--- src/hdl/wdc_defs.svh ---
`ifndef WDC_DEFS_SVH
`define WDC_DEFS_SVH

// Register byte offsets
`define WDC_ADR_CTRL   8'h00
`define WDC_ADR_MODE   8'h04
`define WDC_ADR_STAT   8'h08
`define WDC_ADR_EVT    8'h0c
`define WDC_ADR_SRST   8'h10

// Locked control register fields
`define WDC_CTL_EI     0
`define WDC_CTL_LCK    1
`define WDC_CTL_IS     2
`define WDC_CTL_DR     3
`define WDC_CTL_GLO    4
`define WDC_CTL_GHI    7
`define WDC_CTL_PWLO   8
`define WDC_CTL_PWHI   15
`define WDC_CTL_RLLO   16
`define WDC_CTL_RLHI   31
`define WDC_GUARD      4'hf

// Mode request register fields
`define WDC_MOD_IR     2
`define WDC_MOD_DR     3

// Status register fields
`define WDC_ST_AE      0
`define WDC_ST_OE      1
`define WDC_ST_IS      2
`define WDC_ST_DS      3
`define WDC_ST_TO      4
`define WDC_ST_PR      5
`define WDC_ST_CNTLO   16

// Event register fields
`define WDC_EV_NMI     0
`define WDC_EV_RST     1
`define WDC_EV_DBL     2

// Reset values and counter marks
`define WDC_RST_RELOAD 16'h0000
`define WDC_RST_PW     8'h00
`define WDC_CNT_START  16'hfffc
`define WDC_CNT_MAX    16'hffff
`define WDC_CNT_WAKE   16'h7fff
`define WDC_DIV_FAST   256
`define WDC_DIV_SLOW   16384
`define WDC_CAP_EDGES  2'h3

`endif

--- src/hdl/wdc_pkg.sv ---
package wdc_pkg;

	typedef enum logic [3:0] {
		WDC_TIMEOUT  = 4'b0001,
		WDC_NORMAL   = 4'b0010,
		WDC_DISABLED = 4'b0100,
		WDC_PREWARN  = 4'b1000
	} wdc_mode_type;

	typedef struct packed {
		logic ae;
		logic oe;
		logic is;
		logic ds;
		logic to;
		logic pr;
	} wdc_flags_type;

	typedef struct packed {
		logic        cyc;
		logic        stb;
		logic        we;
		logic [7:0]  adr;
		logic [3:0]  sel;
		logic [31:0] dat;
	} wdc_wb_req_type;

endpackage

--- src/hdl/wdc_clk_div.sv ---
`timescale 1ns/1ps
`include "wdc_defs.svh"

module wdc_clk_div #(
	parameter int DIV_FAST = `WDC_DIV_FAST,
	parameter int DIV_SLOW = `WDC_DIV_SLOW
) (
	// Clock and reset
	input  wire logic clk,
	input  wire logic rst_n,
	// Rate select and tick
	input  wire logic fastSel,
	output logic      tick
);
	localparam int SW = $clog2(DIV_SLOW);
	localparam int FW = $clog2(DIV_FAST);

	logic [SW-1:0] div_q;
	logic          tick_q;

	// Free running: not aligned to mode changes
	always_ff @(posedge clk or negedge rst_n) begin
		if (!rst_n) begin
			div_q <= '0;
		end else begin
			div_q <= div_q + SW'(1);
		end
	end

	always_ff @(posedge clk or negedge rst_n) begin
		if (!rst_n) begin
			tick_q <= 1'b0;
		end else begin
			tick_q <= fastSel ? (&div_q[FW-1:0]) : (&div_q);
		end
	end

	assign tick = tick_q;
endmodule

--- src/hdl/wdc_watchdog_ctrl.sv ---
`timescale 1ns/1ps
`include "wdc_defs.svh"
// Function
// - Disabled state only from time-out mode, init-end set with disable request
// - Disabled entry clears error, prewarn, time-out flags; sets disabled; freezes count
// - Disabled: valid password goes to time-out; bad access errors to prewarning
// - Prewarning entered on overflow or control access error outside prewarning
// - Prewarning entry sets the watchdog NMI flag, raising an NMI
// - Prewarning entry loads FFFC, sets prewarn flag, clears disabled, keeps divider
// - Time-out flag kept on prewarning entry
// - Prewarning ignores control accesses for mode; bad ones still set access error
// - Mode-request writes in prewarning are rejected with a bus error
// - Prewarning overflow FFFF to 0000 requests system reset, sets reset flag
// - Soft reset clears error flags; watchdog reset does not
// - CPU idle, not disabled: count 7FFF to 8000 sets NMI flag
// - Wake-up NMI is no error; mode stays, overflow still leads to prewarning
// - Debug enabled at reset: count halts during debug suspend
// - Watchdog reset keeps access and overflow error flags
// - New error with error flag set: after prewarning hold chip in reset
// - Count ticks at system clock divided by 256 or 16384
// - Correct password clears lock for exactly one modify access

module wdc_watchdog_ctrl
	import wdc_pkg::*;
#(
	parameter int DIV_FAST = `WDC_DIV_FAST,
	parameter int DIV_SLOW = `WDC_DIV_SLOW
) (
	// Clock and reset
	input  wire logic           clk,
	input  wire logic           rst_n,
	// Wishbone slave
	input  wire wdc_wb_req_type wbReq,
	output logic                wbAck,
	output logic                wbErr,
	output logic [31:0]         wbDatOut,
	// System status inputs
	input  wire logic           cpuIdle,
	input  wire logic           debugEnablePin,
	input  wire logic           debugSuspend,
	// Requests to the system
	output logic                nmiReq,
	output logic                sysRstReq,
	output logic                rstHold
);
	wdc_mode_type  mode_q;
	wdc_flags_type flags_q;
	logic [15:0]   count_q;
	logic [15:0]   reload_q;
	logic [7:0]    pw_q;
	logic          lock_q, init_end_lock_q, dr_q, ir_q;
	logic          ack_q, err_q;
	logic [31:0]   dat_q;
	logic          nmiFlag_q, rstFlag_q, dblErr_q, rstHold_q, sysRst_q;
	logic          enMeta_q, enSync_q, suspMeta_q, suspSync_q;
	logic          dbgEn_q;
	logic [1:0]    capCnt_q;
	logic          tick;

	wdc_clk_div #(
		.DIV_FAST (DIV_FAST),
		.DIV_SLOW (DIV_SLOW)
	) u_div (
		.clk     (clk),
		.rst_n   (rst_n),
		.fastSel (flags_q.is),
		.tick    (tick)
	);

	function automatic logic adrIs(input logic [7:0] a,
		input logic [7:0] r);
		adrIs = (a == r);
	endfunction

	// Bus decode
	logic        busNew, ctrlWr, modeWr, swRst;
	logic [31:0] wd;
	assign busNew = wbReq.cyc & wbReq.stb & ~ack_q & ~err_q;
	assign wd     = wbReq.dat;
	assign ctrlWr = busNew & wbReq.we & adrIs(wbReq.adr, `WDC_ADR_CTRL);
	assign modeWr = busNew & wbReq.we & adrIs(wbReq.adr, `WDC_ADR_MODE);
	assign swRst  = busNew & wbReq.we & adrIs(wbReq.adr, `WDC_ADR_SRST)
		& wbReq.sel[0] & wd[0];

	// Access classification
	logic pwVal, modVal, pwOk, modOk, accErr;
	assign pwVal = (wd[`WDC_CTL_RLHI:`WDC_CTL_RLLO] == reload_q)
		& (wd[`WDC_CTL_PWHI:`WDC_CTL_PWLO] == pw_q)
		& (wd[`WDC_CTL_GHI:`WDC_CTL_GLO] == `WDC_GUARD)
		& (wd[`WDC_CTL_DR] == dr_q) & (wd[`WDC_CTL_IS] == flags_q.is)
		& ~wd[`WDC_CTL_LCK] & (wd[`WDC_CTL_EI] == init_end_lock_q);
	assign modVal = (wd[`WDC_CTL_GHI:`WDC_CTL_GLO] == `WDC_GUARD)
		& ~wd[`WDC_CTL_DR] & ~wd[`WDC_CTL_IS] & wd[`WDC_CTL_LCK];
	assign pwOk   = ctrlWr & lock_q & pwVal & (&wbReq.sel);
	assign modOk  = ctrlWr & ~lock_q & modVal & (&wbReq.sel);
	assign accErr = ctrlWr & ~(pwOk | modOk);

	// Mode events
	logic isTo, isNorm, isDis, isPre, run, ovf, wdRst, warm, wake;
	logic exitTo, enterDis, enterNorm, enterTo, enterPre;
	assign isTo   = (mode_q == WDC_TIMEOUT);
	assign isNorm = (mode_q == WDC_NORMAL);
	assign isDis  = (mode_q == WDC_DISABLED);
	assign isPre  = (mode_q == WDC_PREWARN);
	assign run    = ~isDis & ~(dbgEn_q & suspSync_q) & ~rstHold_q;
	assign ovf    = (isTo | isNorm) & run & tick
		& (count_q == `WDC_CNT_MAX);
	assign wdRst  = isPre & run & tick & (count_q == `WDC_CNT_MAX);
	assign warm   = wdRst | swRst;
	assign wake   = cpuIdle & ~isDis & run & tick
		& (count_q == `WDC_CNT_WAKE);
	assign exitTo    = modOk & isTo & wd[`WDC_CTL_EI];
	assign enterDis  = exitTo & dr_q;
	assign enterNorm = exitTo & ~dr_q;
	assign enterTo   = pwOk & (isNorm | isDis);
	assign enterPre  = (accErr & ~isPre) | ovf;

	// Level inputs from pins, two stages each
	always_ff @(posedge clk or negedge rst_n) begin
		if (!rst_n) begin
			enMeta_q   <= 1'b0;
			enSync_q   <= 1'b0;
			suspMeta_q <= 1'b0;
			suspSync_q <= 1'b0;
		end else begin
			enMeta_q   <= debugEnablePin;
			enSync_q   <= enMeta_q;
			suspMeta_q <= debugSuspend;
			suspSync_q <= suspMeta_q;
		end
	end

	// Debug enable caught once the synchroniser has settled after reset
	always_ff @(posedge clk or negedge rst_n) begin
		if (!rst_n) begin
			capCnt_q <= 2'h0;
			dbgEn_q  <= 1'b0;
		end else if (capCnt_q != `WDC_CAP_EDGES) begin
			capCnt_q <= capCnt_q + 2'h1;
			dbgEn_q  <= enSync_q;
		end
	end

	always_ff @(posedge clk or negedge rst_n) begin
		if (!rst_n) begin
			mode_q <= WDC_TIMEOUT;
		end else if (warm) begin
			mode_q <= WDC_TIMEOUT;
		end else if (enterPre) begin
			mode_q <= WDC_PREWARN;
		end else if (enterTo) begin
			mode_q <= WDC_TIMEOUT;
		end else if (enterDis) begin
			mode_q <= WDC_DISABLED;
		end else if (enterNorm) begin
			mode_q <= WDC_NORMAL;
		end
	end

	always_ff @(posedge clk or negedge rst_n) begin
		if (!rst_n) begin
			count_q <= `WDC_CNT_START;
		end else if (warm | enterPre | enterTo) begin
			count_q <= `WDC_CNT_START;
		end else if (enterNorm) begin
			count_q <= wd[`WDC_CTL_RLHI:`WDC_CTL_RLLO];
		end else if (enterDis) begin
			count_q <= count_q;
		end else if (run & tick) begin
			count_q <= count_q + 16'h0001;
		end
	end

	always_ff @(posedge clk or negedge rst_n) begin
		if (!rst_n) begin
			flags_q    <= '0;
			flags_q.to <= 1'b1;
		end else if (swRst) begin
			flags_q    <= '0;
			flags_q.to <= 1'b1;
		end else if (wdRst) begin
			flags_q.is <= 1'b0;
			flags_q.ds <= 1'b0;
			flags_q.pr <= 1'b0;
			flags_q.to <= 1'b1;
		end else if (enterPre) begin
			flags_q.pr <= 1'b1;
			flags_q.ds <= 1'b0;
			flags_q.ae <= flags_q.ae | accErr;
			flags_q.oe <= flags_q.oe | ovf;
		end else if (enterTo) begin
			flags_q.to <= 1'b1;
			flags_q.ds <= 1'b0;
		end else if (exitTo) begin
			flags_q    <= '0;
			flags_q.ds <= dr_q;
			flags_q.is <= ir_q;
		end else if (accErr) begin
			flags_q.ae <= 1'b1;
		end
	end

	// Locked control register
	always_ff @(posedge clk or negedge rst_n) begin
		if (!rst_n) begin
			lock_q    <= 1'b1;
			init_end_lock_q <= 1'b0;
			pw_q      <= `WDC_RST_PW;
			reload_q  <= `WDC_RST_RELOAD;
		end else if (warm) begin
			lock_q    <= 1'b1;
			init_end_lock_q <= 1'b0;
			pw_q      <= `WDC_RST_PW;
			reload_q  <= `WDC_RST_RELOAD;
		end else if (pwOk) begin
			lock_q <= 1'b0;
		end else if (ctrlWr & ~lock_q) begin
			lock_q <= 1'b1;
			if (modOk) begin
				init_end_lock_q <= wd[`WDC_CTL_EI];
				pw_q      <= wd[`WDC_CTL_PWHI:`WDC_CTL_PWLO];
				reload_q  <= wd[`WDC_CTL_RLHI:`WDC_CTL_RLLO];
			end
		end
	end

	// Mode request register
	always_ff @(posedge clk or negedge rst_n) begin
		if (!rst_n) begin
			dr_q <= 1'b0;
			ir_q <= 1'b0;
		end else if (warm) begin
			dr_q <= 1'b0;
			ir_q <= 1'b0;
		end else if (modeWr & wbReq.sel[0] & ~init_end_lock_q & ~isPre) begin
			dr_q <= wd[`WDC_MOD_DR];
			ir_q <= wd[`WDC_MOD_IR];
		end
	end

	// Event flags; a set in the clearing cycle wins
	logic evtW1c;
	assign evtW1c = busNew & wbReq.we & wbReq.sel[0]
		& adrIs(wbReq.adr, `WDC_ADR_EVT);

	always_ff @(posedge clk or negedge rst_n) begin
		if (!rst_n) begin
			nmiFlag_q <= 1'b0;
			rstFlag_q <= 1'b0;
		end else begin
			nmiFlag_q <= (enterPre | wake)
				| (nmiFlag_q & ~(evtW1c & wd[`WDC_EV_NMI]));
			rstFlag_q <= wdRst
				| (rstFlag_q & ~(evtW1c & wd[`WDC_EV_RST]));
		end
	end

	// Double error detection and reset requests
	always_ff @(posedge clk or negedge rst_n) begin
		if (!rst_n) begin
			dblErr_q  <= 1'b0;
			rstHold_q <= 1'b0;
			sysRst_q  <= 1'b0;
		end else begin
			sysRst_q <= wdRst;
			if (swRst) begin
				dblErr_q <= 1'b0;
			end else if (enterPre & (flags_q.ae | flags_q.oe)) begin
				dblErr_q <= 1'b1;
			end
			if (wdRst & dblErr_q) begin
				rstHold_q <= 1'b1;
			end
		end
	end

	// Bus answer: one cycle after the request
	logic [31:0] rdMux;
	always_comb begin
		rdMux = 32'h0000_0000;
		case (wbReq.adr)
			`WDC_ADR_CTRL: rdMux = {reload_q, pw_q, 4'h0, dr_q,
				flags_q.is, lock_q, init_end_lock_q};
			`WDC_ADR_MODE: rdMux = {28'h0, dr_q, ir_q, 2'h0};
			`WDC_ADR_STAT: rdMux = {count_q, 10'h0, flags_q.pr, flags_q.to,
				flags_q.ds, flags_q.is, flags_q.oe, flags_q.ae};
			`WDC_ADR_EVT:  rdMux = {29'h0, dblErr_q, rstFlag_q, nmiFlag_q};
			default:       rdMux = 32'h0000_0000;
		endcase
	end

	always_ff @(posedge clk or negedge rst_n) begin
		if (!rst_n) begin
			ack_q <= 1'b0;
			err_q <= 1'b0;
			dat_q <= 32'h0000_0000;
		end else begin
			ack_q <= busNew & ~(modeWr & isPre);
			err_q <= modeWr & isPre;
			dat_q <= (busNew & ~wbReq.we) ? rdMux : 32'h0000_0000;
		end
	end

	assign wbAck     = ack_q;
	assign wbErr     = err_q;
	assign wbDatOut  = dat_q;
	assign nmiReq    = nmiFlag_q;
	assign sysRstReq = sysRst_q;
	assign rstHold   = rstHold_q;
endmodule

--- config.mk ---
export PLATFORM = sky130hd
export DESIGN_NAME = wdc_watchdog_ctrl
export DESIGN_NICKNAME = d
export VERILOG_FILES = /design/src/hdl/wdc_pkg.sv /design/src/hdl/wdc_clk_div.sv /design/src/hdl/wdc_watchdog_ctrl.sv
export VERILOG_INCLUDE_DIRS = /design/src /design/src/hdl
export SDC_FILE = /design/constraint.sdc
export NUM_CORES = 1
export LEC_CHECK = 0
export BUFFER_PORTS_ARGS = -buffer_cell sky130_fd_sc_hd__buf_2
export CORE_MARGIN = 1.5
export CORE_UTILIZATION = 40
export CTS_CLUSTER_DIAMETER = 120
export DETAILED_ROUTE_END_ITERATION = 7
export GPL_ROUTABILITY_DRIVEN = 0
export HOLD_SLACK_MARGIN = 0.12
export SETUP_SLACK_MARGIN = 0.5
export SLEW_MARGIN = 0
export SYNTH_ARGS = -nofsm -noshare
export SYNTH_HDL_FRONTEND = slang
export SYNTH_SLANG_ARGS = --single-unit
export TNS_END_PERCENT = 1
--- constraint.sdc ---
create_clock -name clk -period 3.9 [get_ports clk]
set_input_delay 0.78 -clock clk [delete_from_list [all_inputs] [get_ports clk]]
set_output_delay 0.78 -clock clk [all_outputs]
set_load 0.01 [all_outputs]
==> results of run 1 <==
[path summary, 6_finish.rpt]
| kind | from | endpoint | slack [ns] |
|---|---|---|---|
| setup / recovery | wbReq[37] | count_q[11] | 0.92 |
| hold / removal | enMeta_q | enSync_q | 0.35 |
| setup reg to reg | wbErr | count_q[11] | 1.01 |
| hold reg to reg | enMeta_q | enSync_q | 0.35 |
| max in group asynchronous | rst_n | mode_q[0] | 2.60 |
| min in group asynchronous | rst_n | count_q[1] | 0.49 |
[layout by cell type, fill, tap and decap left out, types with 6 or more instances in the layout]
| master | n |
|---|---|
| nand2_1 | 48 |
| xnor2_1 | 36 |
| dfrtp_1 | 96 |
| nand3_1 | 43 |
| nor2_1 | 49 |
| buf_2 | 85 |
| nand4_1 | 21 |
| mux2i_1 | 7 |
| clkinvlp_4 | 7 |
| a22oi_1 | 18 |
| inv_1 | 13 |
| nor3_1 | 12 |
| and3_1 | 23 |
| clkbuf_16 | 17 |
| buf_4 | 9 |
| a21oi_1 | 36 |
| xor2_1 | 6 |
| o21ai_0 | 15 |
| nor4_1 | 6 |
| dfstp_2 | 17 |
[metrics by stage]
stage                     utilization [%]  hold WS, ns
after floorplan                         -        0.331
after global placement               44.9        0.334
after detailed placement             44.9        0.336
after CTS                            49.2        0.349
after global routing                 49.2        0.370
final                                49.2        0.345
[power by group]
part / internal, uW / switching (uW)
Clock: 969 / 557
Sequential: 1180 / 3.59
Combinational: 38.5 / 69.3
[cells by family (layout without fill, tap and decap cells)]
| family | Yosys count | count (layout) |
|---|---|---|
| multiplexers | 10 | 10 |
| other | 1 | 2 |
| XOR/XNOR | 42 | 42 |
| AO/OA/AOI/OAI | 105 | 105 |
| adder cells (fa/ha/maj) | 3 | 3 |
| AND/OR/NAND/NOR | 242 | 242 |
| buffers and inverters | 43 | 140 |
| flip-flops | 113 | 113 |
[flip-flops by register name, summed over array words and instances (netlist names), 2 cells and up]
name	flops
capCnt_q	2
count_q	16
flags_q	6
mode_q	4
pw_q	8
reload_q	16
u_div.div_q	14
wbDatOut	30
[routing by layer]
layer	vias up	global-route usage [%]
met5	-	0
met2	211	34.3
met4	0	10.4
met1	2343	28.2
met3	33	6.25
li1	2174	-
[layout make-up]
type | count | area [sq um] | area share [%]
multi-input combinational | 404 | 2550 | 37.6
tap | 180 | 225 | 3.32
timing repair buffer | 95 | 513 | 7.57
sequential | 113 | 2850 | 42.0
clock inverter | 13 | 136 | 2.01
inverter | 13 | 48.8 | 0.720
clock buffer | 19 | 453 | 6.68
==> summary.md, run 1 <==
| Metric | Value |
|---|---|
| Status | completed |
| 1st-pass router iterations | 5 |
| Synth async-reset ratio | 100% |
| CP max stage cell | and4_1 |
| Final antenna-violating net count | 0 |
| Synth top area share | 42.9% |
| Min-Delay Path Class | reg2reg |
| Die Ht | 121 um |
| Detailed Place HPWL | 10.8 mm |
| Yosys warns | 0 |
| Post-synthesis register bit count | 113 |
| Synth Area in Adders | 0.670% |
| Drt total wl | 15.4 mm |
| Core area | 13800 sq um |
| WL per Instance | 18.4 um |
| Clk sinks | 113 |
| Layout cells sized above 1 | 25.9% |
| Met1 Wirelength | 6.57 mm |
| NumNets Final | 699 |
| Die area | 14700 sq um |
| Starting Density | 40.7% |
| Synth Area in Compound Gates | 12.7% |
| PwrDens | 416 nW/um^2 |
| Worst-margin pin slew | 0.923 ns |
| Crit path DAT | 3.33 ns |
| Worst-skew pair later-pin latency | 0.42 ns |
| Yosys top cell by area | dfrtp_1 |
| Via Count | 4761 |
| Top post-synthesis cells by area | dfrtp_1, dfstp_2, xnor2_1 |
| Post-CTS Resized | 0 |
| Initial antenna violation count | 1 |
| Setup violations, final | 0 |
| Clock transition at path regs | 0.05 ns |
| Fillers | 1275 |
| Headroom to the max-slew limit | 37.9% |
| Via-to-Cell Ratio | 5.69 |
| Met2 wire len | 7.23 mm |
| WL met3 | 1.09 mm |
| Critical Path Max Stage Delay | 0.68 ns |
| Fin area | 6780 sq um |
| Main combinational cell family by area after synthesis | simple AND/OR/NAND/NOR gates |
| First-pass GRT wire length | 24.8 mm |
| Post-Layout Cell Count | 837 |
| Count of final hold-check violations | 0 |
| Multiplexer share of the synthesized area | 1.85% |
| CP cell instances | buf_2, nor4_2, and4_1, nand3_1, a21boi_0, o21ba_2, o21ai_2 |
| R2r worst-path depth | 6 |
| Boundary Pins | 89 |
| Worst Setup Slack, final | 0.918 ns |
| Number of enable flip-flop cells after synthesis | 0 |
| Top sig layer | met4 |
| Post-route minimum period | 2.98 ns |
| Synth Instances | 559 |
| Diodes inserted | 0 |
| Seq/Total Area, Yosys | 50.8% |
| Setup Buffers After CTS | 0 |
| Setup_tns | 0 ns |
| DP Worst Slack | 0.554 ns |
| Worst setup SP type | input port |
| Crit path buf inv count | 1 |
| P&R area growth vs syn | 20.9% |
| Crit Path Class | in2reg |
| F_max | 335 MHz |
| Most used DFF post-synth | dfrtp_1 |
| Starting DRT DRC Count | 421 |
| CTS buffer count | 17 |
| CTS tree | done |
| Dpl cell area | 6190 sq um |
| Port bufs | 86 |
| VDD IR-drop max | 268 uV |
| Synth unique cells | 65 |
| Unrepaired setup endpoints after global routing | no |
| All-Layer GR Usage | 22.0% |
| Avg Inst Size Synth | 10.0 sq um |
| Final worst path period share | 76.5% |
| Die Span X | 121 um |
| Number of global-route vias before repair | 4681 |
| Simple-gate portion of the synthesized area | 23.6% |
| DRC | 0 |
| Synth Cell Area | 5610 sq um |
| Synth Area in XOR/XNOR | 6.56% |
| Post-synth top cells | dfrtp_1, nor2_1, nand2_1 |
| Hold-fix buffers at CTS | 0 |
| Final slew viol count | 0 |
| Post-Place Cells | 805 |
| Max clock buf depth | 2 |
| Worst Hold Depth | 0 |
| Critical path depth in cells | 7 |
| Worst setup EP type | flop |
| Worst path top cell family by delay | simple AND/OR/NAND/NOR gates |
| WP data required | 4.25 ns |
| Largest net degree at the start of global routing | 66 |
| Max Fanout on Critical Path | 16 |
| Max Cap Viol | 0 |
| Rows | 43 |
| Gr ovfl total | 0 |
| Top-count cell post-synth | dfrtp_1 |
| Worst Skew | 0.00686 ns |
| P_leak | 0.00302 uW |
| Total power | 2820 uW |
| CTS H-tree lvls | 4 |
| CTS root buf | clkbuf_16 |
Power figures use the tool's default switching activity.
==> run 2: changes to the inputs <==
Clock period 3.9 ns to 2.5 ns, I/O delays scaled along.
==> summary.md, run 2 (synthesis results as in run 1) <==
| Metric | Value |
|---|---|
| Worst-skew pair later-pin latency | 0.42 ns |
| Core Util, Final | 52.1% |
| First-pass GRT wire length | 25.9 mm |
| Crit path DAT | 2.54 ns |
| Hold worst-path end | enMeta_q |
| Worst setup SP type | flop |
| Rows | 43 |
| CTS tree | done |
| Boundary Pins | 89 |
| Post-route minimum period | 2.18 ns |
| CTS H-tree lvls | 4 |
| Status | completed |
| All-Layer GR Usage | 23.3% |
| Min-Delay Path Class | in2reg |
| Worst setup EP type | flop |
| Final antenna-violating net count | 0 |
| P&R area growth vs syn | 28.0% |
| Most frequent cells in the layout | dfrtp_1, buf_2, buf_4, nor2_1, nand2_1 |
| DRC | 0 |
| CTS buffer count | 17 |
| Setup violations, final | 0 |
| Max Cap Viol | 0 |
| Layout cells sized above 1 | 31.5% |
| Starting DRT DRC Count | 424 |
| Die area | 14700 sq um |
| Crit Path Class | reg2reg |
| Internal power | 3300 uW |
| Detailed Place HPWL | 11.6 mm |
| R2R Path End | count_q[2] |
| Hold Crit Start | debugEnablePin |
| Drt total wl | 16.0 mm |
| Fillers | 1284 |
| Die Ht | 121 um |
| Max reg flops | 30 |
| CP cell instances | or4b_1, and3_1, o31a_1, a21o_1, a21oi_1, o21ai_2 |
| Gr ovfl total | 0 |
| Critical path depth in cells | 6 |
| WL per Instance | 18.2 um |
| Starting Density | 40.7% |
| Die Span X | 121 um |
| Clk pwr share | 51.9% |
| Worst Hold Depth | 1 |
| Number of global-route vias before repair | 5023 |
| Via-to-Cell Ratio | 5.51 |
| CP max stage cell | or4b_1 |
| Clock transition at path regs | 0.06 ns |
| Reg-to-reg startpoint | mode_q[1] |
| CTS root buf | clkbuf_16 |
| Unrepaired setup endpoints after global routing | yes |
| Via Count | 4855 |
| F_max | 458 MHz |
| P_sw | 933 uW |
| Max Fanout on Critical Path | 9 |
| Critical Path Max Stage Delay | 0.60 ns |
| PwrDens | 590 nW/um^2 |
| Count of final hold-check violations | 0 |
| P_leak | 0.00326 uW |
| Final slew viol count | 0 |
| Total power | 4230 uW |
| 1st-pass router iterations | 5 |
| R2r worst-path depth | 6 |
| VDD IR-drop max | 433 uV |
| Final worst path period share | 87.4% |
| Commonest non-fill, non-tap cell in the layout | dfrtp_1 |
| Diodes inserted | 0 |
| Largest net degree at the start of global routing | 44 |
| Sequential share of power | 43.6% |
| Headroom to the max-slew limit | 60.1% |
| Worst Skew | 0.00752 ns |
| Worst path top cell family by delay | simple AND/OR/NAND/NOR gates |
| Gate power share | 4.5% |
| WP data required | 2.85 ns |
| Initial antenna violation count | 0 |
| Port bufs | 86 |
| Worst-margin pin slew | 0.596 ns |
| Core area | 13800 sq um |
| Clk sinks | 113 |
| Max clock buf depth | 2 |
| Crit path buf inv count | 0 |
| NumNets Final | 743 |
| Switch share | 22.0% |
| Setup slack, reg-to-reg | 0.32 ns |
-- run 2: cell types whose count changed in the layout (fill, tap and decap cells not counted), sizes merged, moves of 2 or more --
cell / delta
buf: +43
bufinv: -2
clkbuf: +7
clkinv: +3
clkinvlp: -7
-- run 2: worst register-to-register path: cells and delay by family, from the launching register on --
kind / cells / cell delay, ns
and+or+nand+nor: 2 / 0.92
AOI/OAI and AO/OA: 4 / 0.76
DFF: 1 / 0.44
-- run 2: worst max path at each step --
stage | slack, ns | startpoint | endpoint
2_1_floorplan | 0.38 | count_q[1] | count_q[13]
3_3_place_gp | -0.20 | wbReq[25] | count_q[1]
3_5_place_dp | -0.20 | wbReq[25] | count_q[4]
4_1_cts | 0.31 | count_q[1] | count_q[4]
5_1_grt | 0.19 | pw_q[0] | count_q[1]
6_report | 0.32 | mode_q[1] | count_q[2]
-- run 2: metrics by stage --
step                area, sq um  std cells  hold slack, ns  setup TNS [ns]  worst slack (ns)
floorplan                  5640        560           0.204               0             0.385
global placement           6540        844           0.332           -2.60            -0.196
detailed placement         6540        844           0.339           -2.48            -0.196
CTS                        7170        881           0.173               0             0.312
global route               7180        881           0.169               0             0.189
finish                     7180        881           0.184               0             0.316
-- run 2: routing by layer --
metal,up-vias,wire length [um],share of wire [%],track usage (%)
met4,0,417,2.6,10.7
met1,2384,6840,43,29.3
li1,2273,-,-,-
met5,-,0,0,0
met3,39,1060,6.6,6.48
met2,159,7690,48,37.0
-- run 2: what timing repair did --
item / CTS / global route
gates resized for setup: 9 / 1
pin swaps: 4 / 0
buffers inserted: 4 / 0
hold buffers: 1 / 0
endpoints found under the hold margin: 36 / 0
setup endpoints to repair: 55 / 70
-- run 2: area by class of cell --
class | instances | area [sq um] | area share [%]
inverter | 13 | 48.8 | 0.680
sequential | 113 | 2850 | 39.7
timing repair buffer | 139 | 871 | 12.1
tap | 180 | 225 | 3.14
clock inverter | 6 | 30.0 | 0.418
clock buffer | 26 | 509 | 7.10
multi-input combinational | 404 | 2640 | 36.8
-- run 2: power groups by stage --
stage | clock [uW] | combinational, uW | sequential (uW)
global placement | 0 | 184 | 1880
finish | 2200 | 191 | 1850
detailed placement | 0 | 186 | 1880
global route | 2320 | 210 | 1850
floorplan | 0 | 51.9 | 1880
CTS | 2230 | 193 | 1850
